`src/shared/asdp_cfg.svh`:
```
// constants of the audio stream descriptor framer
`ifndef ASDP_CFG_SVH
`define ASDP_CFG_SVH

`define ASDP_TAG            8'h81
`define ASDP_REG_CTRL       12'h000
`define ASDP_REG_FIELDS0    12'h004
`define ASDP_REG_FIELDS1    12'h008
`define ASDP_REG_END        12'h00c
`define ASDP_REG_STATUS     12'h010
`define ASDP_REG_TEXT       12'h014
`define ASDP_CTRL_START_BIT 0
`define ASDP_SR_RESERVED    3'h3
`define ASDP_RATE_IDX_MAX   5'h12
`define ASDP_SUR_RESERVED   2'h3
`define ASDP_CH_RES_MIN     4'he
`define ASDP_SVC_ASSOC_MIN  3'h2
`define ASDP_ID_RESERVED    5'h1f
`define ASDP_EXT_FILL       8'h00
`define ASDP_LEN_MAX        9'h0ff
`define ASDP_END_SR         3'h0
`define ASDP_END_RATE       3'h1
`define ASDP_END_SVC        3'h2
`define ASDP_END_LANG       3'h3
`define ASDP_END_ID         3'h4
`define ASDP_END_TEXT       3'h5
`define ASDP_END_EXT        3'h6
`define ASDP_TEXT_DEPTH     128

`endif

```
`src/shared/asdp_pkg.sv`:
```
// types of the audio stream descriptor framer
`default_nettype none
package asdp_pkg;

    typedef struct packed {
        logic [7:0] lang;
        logic       full_svc;
        logic [3:0] chan_cfg;
        logic [2:0] svc_mode;
        logic [1:0] surround;
        logic [5:0] rate_code;
        logic [4:0] version;
        logic [2:0] srate;
    } asdp_fields0_t;

    typedef struct packed {
        logic [7:0] ext_cnt;
        logic       charset;
        logic [6:0] text_len;
        logic [7:0] id_byte;
        logic [7:0] lang2;
    } asdp_fields1_t;

    typedef struct packed {
        logic       valid;
        logic       first;
        logic       last;
        logic [7:0] data;
    } asdp_byte_t;

    typedef enum logic [11:0] {
        ST_IDLE  = 12'h001,
        ST_TAG   = 12'h002,
        ST_LEN   = 12'h004,
        ST_SR    = 12'h008,
        ST_RATE  = 12'h010,
        ST_SVC   = 12'h020,
        ST_LANG  = 12'h040,
        ST_LANG2 = 12'h080,
        ST_ID    = 12'h100,
        ST_TLEN  = 12'h200,
        ST_TEXT  = 12'h400,
        ST_EXT   = 12'h800
    } asdp_state_t;

endpackage : asdp_pkg
`default_nettype wire

```
`src/design/asdp_framer.sv`:
```
// descriptor builder driven by apb registers, emitting a byte stream
//
// The implementer's own choices: the address map and the APB slave port.
`include "asdp_cfg.svh"
`default_nettype none
module asdp_framer (
    input  wire logic                 pclk,
    input  wire logic                 presetn,
    input  wire logic                 psel,
    input  wire logic                 penable,
    input  wire logic                 pwrite,
    input  wire logic [11:0]          paddr,
    input  wire logic [31:0]          pwdata,
    output logic                      pready,
    output logic      [31:0]          prdata,
    output logic                      pslverr,
    output asdp_pkg::asdp_byte_t      ds_out,
    input  wire logic                 ds_ready
);
    import asdp_pkg::*;

    // ------------------------------------------------------------
    // apb decode
    // ------------------------------------------------------------
    wire logic setup_w   = psel & ~penable;
    wire logic access_w  = psel & penable;
    wire logic hit_ctrl  = (paddr == `ASDP_REG_CTRL);
    wire logic hit_f0    = (paddr == `ASDP_REG_FIELDS0);
    wire logic hit_f1    = (paddr == `ASDP_REG_FIELDS1);
    wire logic hit_end   = (paddr == `ASDP_REG_END);
    wire logic hit_stat  = (paddr == `ASDP_REG_STATUS);
    wire logic hit_text  = (paddr == `ASDP_REG_TEXT);
    wire logic mapped_w  = hit_ctrl | hit_f0 | hit_f1 | hit_end | hit_stat | hit_text;
    wire logic wr_w      = access_w & pwrite & mapped_w;
    wire logic start_w   = wr_w & hit_ctrl & pwdata[`ASDP_CTRL_START_BIT];

    assign pready  = 1'b1;
    assign pslverr = access_w & ~mapped_w;

    // ------------------------------------------------------------
    // configuration registers
    // ------------------------------------------------------------
    asdp_fields0_t f0_q;
    asdp_fields1_t f1_q;
    logic [2:0]    end_q;
    logic          err_q;
    logic          done_q;
    logic [7:0]    len_q;
    logic [31:0]   prdata_q;
    asdp_state_t   st_q;
    asdp_state_t   st_d;

    always_ff @(posedge pclk or negedge presetn) begin
        if (!presetn) begin
            f0_q  <= '0;
            f1_q  <= '0;
            end_q <= `ASDP_END_EXT;
        end else if (wr_w) begin
            if (hit_f0) begin
                f0_q <= asdp_fields0_t'(pwdata);
            end
            if (hit_f1) begin
                f1_q <= asdp_fields1_t'(pwdata);
            end
            if (hit_end) begin
                end_q <= pwdata[2:0];
            end
        end
    end

    wire logic ram_we_w = wr_w & hit_text;

    // ------------------------------------------------------------
    // legality of the programmed fields
    // ------------------------------------------------------------
    wire logic bad_sr_w   = (f0_q.srate == `ASDP_SR_RESERVED);
    wire logic bad_rate_w = (f0_q.rate_code[4:0] > `ASDP_RATE_IDX_MAX);
    wire logic bad_sur_w  = (f0_q.surround == `ASDP_SUR_RESERVED);
    wire logic bad_ch_w   = (f0_q.chan_cfg >= `ASDP_CH_RES_MIN);
    wire logic bad_txt_w  = ~f1_q.charset & f1_q.text_len[0];
    wire logic bad_end_w  = (end_q > `ASDP_END_EXT);

    // dual mono is the all-zero code, so the second language byte follows it
    wire logic dual_w     = (f0_q.chan_cfg == 4'h0);
    wire logic assoc_w    = (f0_q.svc_mode >= `ASDP_SVC_ASSOC_MIN);

    // ------------------------------------------------------------
    // declared length
    // ------------------------------------------------------------
    wire logic inc_rate_w = (end_q >= `ASDP_END_RATE);
    wire logic inc_svc_w  = (end_q >= `ASDP_END_SVC);
    wire logic inc_lang_w = (end_q >= `ASDP_END_LANG);
    wire logic inc_id_w   = (end_q >= `ASDP_END_ID);
    wire logic inc_text_w = (end_q >= `ASDP_END_TEXT);
    wire logic inc_ext_w  = (end_q >= `ASDP_END_EXT);

    wire logic [8:0] len_w = 9'h001
                           + {8'h00, inc_rate_w}
                           + {8'h00, inc_svc_w}
                           + {8'h00, inc_lang_w}
                           + {8'h00, inc_lang_w & dual_w}
                           + {8'h00, inc_id_w}
                           + (inc_text_w ? {1'b0, f1_q.text_len} + 9'h001 : 9'h000)
                           + (inc_ext_w ? {1'b0, f1_q.ext_cnt} : 9'h000);
    wire logic bad_len_w  = (len_w > `ASDP_LEN_MAX);

    wire logic cfg_bad_w  = bad_sr_w | bad_rate_w | bad_sur_w | bad_ch_w | bad_txt_w | bad_end_w | bad_len_w;
    wire logic idle_w     = (st_q == ST_IDLE);
    wire logic go_w       = start_w & idle_w & ~cfg_bad_w;

    // ------------------------------------------------------------
    // byte sequencer
    // ------------------------------------------------------------
    logic [6:0] txt_idx_q;
    logic [6:0] txt_idx_d;
    logic [7:0] ext_idx_q;
    logic [7:0] ext_idx_d;
    logic [7:0] ram_rdata;
    asdp_byte_t out_q;

    wire logic adv_w = ~idle_w & (~out_q.valid | ds_ready);

    // stage that follows the id byte, or the end of the descriptor
    wire asdp_state_t after_id_w   = inc_text_w ? ST_TLEN : ST_IDLE;
    wire asdp_state_t after_lang_w = inc_id_w ? ST_ID : ST_IDLE;
    wire logic        text_more_w  = (txt_idx_q != f1_q.text_len - 7'h01);
    wire logic        ext_more_w   = (ext_idx_q != f1_q.ext_cnt - 8'h01);
    wire asdp_state_t after_text_w = (inc_ext_w && (f1_q.ext_cnt != 8'h00)) ? ST_EXT : ST_IDLE;

    always_comb begin
        st_d      = st_q;
        txt_idx_d = txt_idx_q;
        ext_idx_d = ext_idx_q;
        if (go_w) begin
            st_d      = ST_TAG;
            txt_idx_d = 7'h00;
            ext_idx_d = 8'h00;
        end else if (adv_w) begin
            unique case (st_q)
                ST_IDLE:  st_d = ST_IDLE;
                ST_TAG:   st_d = ST_LEN;
                ST_LEN:   st_d = ST_SR;
                ST_SR:    st_d = inc_rate_w ? ST_RATE : ST_IDLE;
                ST_RATE:  st_d = inc_svc_w ? ST_SVC : ST_IDLE;
                ST_SVC:   st_d = inc_lang_w ? ST_LANG : ST_IDLE;
                ST_LANG:  st_d = dual_w ? ST_LANG2 : after_lang_w;
                ST_LANG2: st_d = after_lang_w;
                ST_ID:    st_d = after_id_w;
                ST_TLEN:  st_d = (f1_q.text_len != 7'h00) ? ST_TEXT : after_text_w;
                ST_TEXT: begin
                    st_d      = text_more_w ? ST_TEXT : after_text_w;
                    txt_idx_d = txt_idx_q + 7'h01;
                end
                ST_EXT: begin
                    st_d      = ext_more_w ? ST_EXT : ST_IDLE;
                    ext_idx_d = ext_idx_q + 8'h01;
                end
            endcase
        end
    end

    // ------------------------------------------------------------
    // byte contents per stage
    // ------------------------------------------------------------
    logic [7:0] byte_w;

    always_comb begin
        byte_w = 8'h00;
        unique case (st_q)
            ST_IDLE:  byte_w = 8'h00;
            ST_TAG:   byte_w = `ASDP_TAG;
            ST_LEN:   byte_w = len_q;
            ST_SR:    byte_w = {f0_q.srate, f0_q.version};
            ST_RATE:  byte_w = {f0_q.rate_code, f0_q.surround};
            ST_SVC:   byte_w = {f0_q.svc_mode, f0_q.chan_cfg, f0_q.full_svc};
            ST_LANG:  byte_w = f0_q.lang;
            ST_LANG2: byte_w = f1_q.lang2;
            ST_ID:    byte_w = assoc_w ? f1_q.id_byte
                                       : {f1_q.id_byte[2:0], `ASDP_ID_RESERVED};
            ST_TLEN:  byte_w = {f1_q.text_len, f1_q.charset};
            ST_TEXT:  byte_w = ram_rdata;
            ST_EXT:   byte_w = `ASDP_EXT_FILL;
        endcase
    end

    wire logic last_w = adv_w & (st_d == ST_IDLE);

    always_ff @(posedge pclk or negedge presetn) begin
        if (!presetn) begin
            st_q      <= ST_IDLE;
            txt_idx_q <= 7'h00;
            ext_idx_q <= 8'h00;
        end else begin
            st_q      <= st_d;
            txt_idx_q <= txt_idx_d;
            ext_idx_q <= ext_idx_d;
        end
    end

    always_ff @(posedge pclk or negedge presetn) begin
        if (!presetn) begin
            out_q <= '0;
        end else if (adv_w) begin
            out_q.valid <= 1'b1;
            out_q.first <= (st_q == ST_TAG);
            out_q.last  <= last_w;
            out_q.data  <= byte_w;
        end else if (ds_ready) begin
            out_q.valid <= 1'b0;
        end
    end

    assign ds_out = out_q;

    // ------------------------------------------------------------
    // status and length capture
    // ------------------------------------------------------------
    always_ff @(posedge pclk or negedge presetn) begin
        if (!presetn) begin
            len_q  <= 8'h00;
            err_q  <= 1'b0;
            done_q <= 1'b0;
        end else begin
            if (start_w & idle_w) begin
                err_q  <= cfg_bad_w;
                done_q <= 1'b0;
            end else if (last_w) begin
                done_q <= 1'b1;
            end
            if (go_w) begin
                len_q <= len_w[7:0];
            end
        end
    end

    wire logic [31:0] stat_w = {16'h0000, len_q, 5'h00, done_q, err_q, ~idle_w};

    wire logic [31:0] rd_mux_w = hit_f0   ? 32'(f0_q)
                               : hit_f1   ? 32'(f1_q)
                               : hit_end  ? {29'h0, end_q}
                               : hit_stat ? stat_w
                               : 32'h0000_0000;

    always_ff @(posedge pclk or negedge presetn) begin
        if (!presetn) begin
            prdata_q <= 32'h0000_0000;
        end else if (setup_w & ~pwrite) begin
            prdata_q <= rd_mux_w;
        end
    end

    assign prdata = prdata_q;

    // ------------------------------------------------------------
    // text store
    // ------------------------------------------------------------
    asdp_text_ram u_text (
        .pclk    (pclk),
        .we      (ram_we_w),
        .waddr   (pwdata[6:0]),
        .wdata   (pwdata[15:8]),
        .raddr   (txt_idx_d),
        .rdata_q (ram_rdata)
    );

endmodule : asdp_framer
`default_nettype wire

```
`src/design/asdp_text_ram.sv`:
```
// text byte store with registered read data
`default_nettype none
module asdp_text_ram (
    input  wire logic       pclk,
    input  wire logic       we,
    input  wire logic [6:0] waddr,
    input  wire logic [7:0] wdata,
    input  wire logic [6:0] raddr,
    output logic      [7:0] rdata_q
);
    logic [7:0] mem [0:127];

    always_ff @(posedge pclk) begin
        if (we) begin
            mem[waddr] <= wdata;
        end
        rdata_q <= mem[raddr];
    end
endmodule : asdp_text_ram
`default_nettype wire

```
`config.mk`:
```
export PLATFORM = sky130hd
export DESIGN_NAME = asdp_framer
export DESIGN_NICKNAME = d
export VERILOG_FILES = /design/src/shared/asdp_pkg.sv /design/src/design/asdp_framer.sv /design/src/design/asdp_text_ram.sv
export VERILOG_INCLUDE_DIRS = /design/src /design/src/shared
export SDC_FILE = /design/constraint.sdc
export NUM_CORES = 2
export LEC_CHECK = 0
export BUFFER_PORTS_ARGS = -buffer_cell sky130_fd_sc_hd__clkbuf_2
export CAP_MARGIN = 0
export CORE_UTILIZATION = 63
export CTS_CLUSTER_DIAMETER = 30
export DETAILED_ROUTE_END_ITERATION = 8
export PLACE_DENSITY = 0.8
export SLEW_MARGIN = 20
export SYNTH_ARGS = -nofsm -noshare
export SYNTH_HDL_FRONTEND = slang
export SYNTH_SLANG_ARGS = --single-unit
```
`constraint.sdc`:
```
create_clock -name pclk -period 7.35 [get_ports pclk]
set_clock_uncertainty 0.1 [all_clocks]
set_input_delay 1.47 -clock pclk [delete_from_list [all_inputs] [get_ports pclk]]
set_output_delay 1.47 -clock pclk [all_outputs]
set_load 0.05 [all_outputs]
```
==> run summary <==
Worst-Skew Late Latency: 0.81 ns
Static leakage power: 0.02077 uW
Starting DRT DRC Count: 6922
Grt ovf: 0
Nets: 3982
Post-Synthesis Cells: 3770
Max_cap viols: 0
Syn-to-layout area delta: 16.73%
Largest net degree at the start of global routing: 111
Final Hold Vio Count: 0
Most frequent cell after synthesis: edfxtp_1
Vias per Instance: 7.221
WL/cell: 32.52 um
Die X: 284.6 um
Most instantiated cells after synthesis: 1024 x edfxtp_1, 464 x nand2_1, 263 x nor2_1
Post-synth EDFFs: 1024
Slew headroom: 14.69%
RSZ-0062 raised after global routing: no
Effective utilization at floorplan: 63.68%
Total Routing Usage GR: 41.04%
Worst-Margin Slew: 1.280 ns
Clock Sinks: 1179
Top cell type's share of synthesized area: 61.12%
CTS buffer count: 192
Final period utilization: 94.79%
H-tree depth: 4
Ratio of cells with drive above 1 in the final layout: 17.56%
Number of distinct library cells after synthesis: 98
Power Total: 16930 uW
Number of routed nets with antenna violations: 0
FF+latch count, synth: 1179
Status: finished clean
Fmax: 143.5 MHz
Clock Tree Buf Depth: 3
CP max FO: 26
Die Ht: 284.6 um
Startpoint Class: register
Core area: 79000 um2
Final setup fails: 0
Hold Buf Count CTS: 0
Required @ worst endpoint: 7.88 ns
Asr flop ratio synth: 12.47%
Min-delay worst type: reg -> reg
Post-detail-place hpwl: 101500 um
Clk Tree Root Cell: clkbuf_16
Register area: 34590 um2
Mapped Area: 50310 um2
Multi-input gate area: 14590 um2
Area contributors post-synth: edfxtp_1 61%, dfrtp_1 7.2%, nand2_1 3.5%
Kind of critical path: reg -> reg
Setup_tns: 0 ns
Power Density: 288.3 nW/um2
Synth warnings: 0
I/O pin total: 95
Max-slew violations: 0
Main flop type after synthesis: edfxtp_1
Via Count: 36965
Vias in the first global route: 35089
Gpl congestion: 1.010
Die ar.: 80990 um2
Row cnt: 103
Port bufs: 93
Mapped Avg Cell Area: 13.34 um2
Post-synthesis sequential area ratio: 68.76%
Post_cts resized: 0
First-pass GRT wire length: 239500 um
TritonCTS clock tree: built
Top cell type by total area after synthesis: edfxtp_1
Clk pin slew, worst setup/hold paths: 0.05 ns
Filler Cells Inserted: 4701
Post-CTS setup buffer count: 0
Final wirelength: 166500 um
Peak supply drop: 0.2875 mV
WP data arrival: 7.50 ns
Initial antenna violation count: 4
Router iterations before antenna repair: 8
Fin crit period: 6.967 ns
Mapped Nets: 3857
Crit path capture type: register
DRC: 0
[kinds of logic after synthesis]
kind of cell	Yosys count	share of synthesized area, %
flops	1179	68.76
buf+inv	287	2.500
simple gates	1160	10.56
xor+xnor	50	0.8705
mux	218	5.131
compound gates	838	11.19
other cells	1	0.007454
fa+ha+maj	37	0.9799
[per-layer routing]
metal	vias to the layer above	share of wire (%)	global-route usage, %
li1	14840	-	-
met1	17842	34	53.90
met2	3554	44	60.81
met3	727	15	12.99
met4	2	6.5	23.23
met5	-	0.0066	0
[state kept, by name (all words and copies together), names as in the netlist, 3 cells and up]
register and cells:
len_q 8, u_text.mem 1024, prdata 32, u_text.rdata_q 8
f0_q 32, st_q 12, txt_idx_q 7, end_q 3
f1_q 32, ext_idx_q 8, ds_out 11
[metrics by stage]
step	utilization, %	instances	worst slack (ns)	hold WS (ns)	cell area, um2
4_1_cts	74.29	5111	0.5741	0.4038	58690
3_5_place_dp	65.72	4751	0.5852	0.3937	51920
6_report	74.33	5119	0.3832	0.4079	58720
3_3_place_gp	65.72	4751	0.6785	0.3939	51920
2_1_floorplan	-	3770	2.003	0.3624	50310
5_1_grt	74.31	5112	0.2580	0.4219	58710
[worst max-delay path, cell delays in order, from the launching register on]
cell and delay [ns]:
dfstp_2 0.44, or2_2 0.35, nor2_1 0.20, ha_1 0.27, inv_1 0.07, fa_1 0.42, fa_1 0.46, ha_1 0.24
fa_1 0.49, a211oi_1 0.40, o211ai_1 0.13, o2bb2ai_1 0.22, nand3_4 0.22, buf_4 0.35, nand2_1 0.44, inv_2 0.70
a31oi_1 0.07, a22oi_1 0.21, o22ai_1 0.14, nor4bb_1 0.71, nor4_1 0.17
[layout make-up]
type / count / share of cell area [%]
Timing Repair Buffer: 191 / 2.282
Clock inverter: 149 / 3.149
Antenna cell: 8 / 0.03409
Tap cell: 1050 / 2.237
Sequential cell: 1179 / 58.91
Clock buffer: 211 / 8.374
Multi-Input combinational cell: 2304 / 24.84
Inverter: 27 / 0.1768
[report_power, final]
group | switching, uW | internal [uW] | leakage, uW
Clock | 3540 | 5730 | 0.00324
Combinational | 284 | 50.1 | 0.00635
Sequential | 14.5 | 7310 | 0.0112
Total | 3830 | 13100 | 0.0208
[path summary, 6_finish.rpt]
path,endpoint,slack (ns),from,cells after the start
worst max register to register,u_text.rdata_q[5],0.38,end_q[2],20
max in group asynchronous,f1_q[17],5.05,presetn,2
min in group asynchronous,ext_idx_q[3],0.65,presetn,1
worst min register to register,ds_out[8],0.41,ds_out[8],1
worst min-delay path,ds_out[8],0.41,ds_out[8],1
worst max-delay path,u_text.rdata_q[5],0.38,end_q[2],20
[cell usage in the layout (no fill, tap or decap), types with 25 or more instances in the layout]
| cell | Yosys | layout |
|---|---|---|
| a211oi_1 | 56 | 56 |
| a21oi_1 | 172 | 171 |
| a221oi_1 | 32 | 32 |
| a222oi_1 | 26 | 26 |
| a22oi_1 | 63 | 63 |
| a31oi_1 | 77 | 77 |
| and3_1 | 77 | 76 |
| buf_4 | 9 | 97 |
| clkbuf_16 | 0 | 193 |
| clkbuf_2 | 0 | 84 |
| clkinv_2 | 0 | 27 |
| dfrtp_1 | 144 | 143 |
| edfxtp_1 | 1024 | 1024 |
| ha_1 | 33 | 33 |
| mux2_2 | 109 | 109 |
| mux2i_1 | 88 | 87 |
| nand2_1 | 464 | 462 |
| nand3_1 | 160 | 158 |
| nor2_1 | 263 | 256 |
| nor3_1 | 60 | 58 |
| o211ai_1 | 29 | 29 |
| o21ai_0 | 166 | 163 |
| o22ai_1 | 36 | 35 |
| xnor2_1 | 26 | 25 |
No activity file was read; power rests on OpenSTA's default activity.
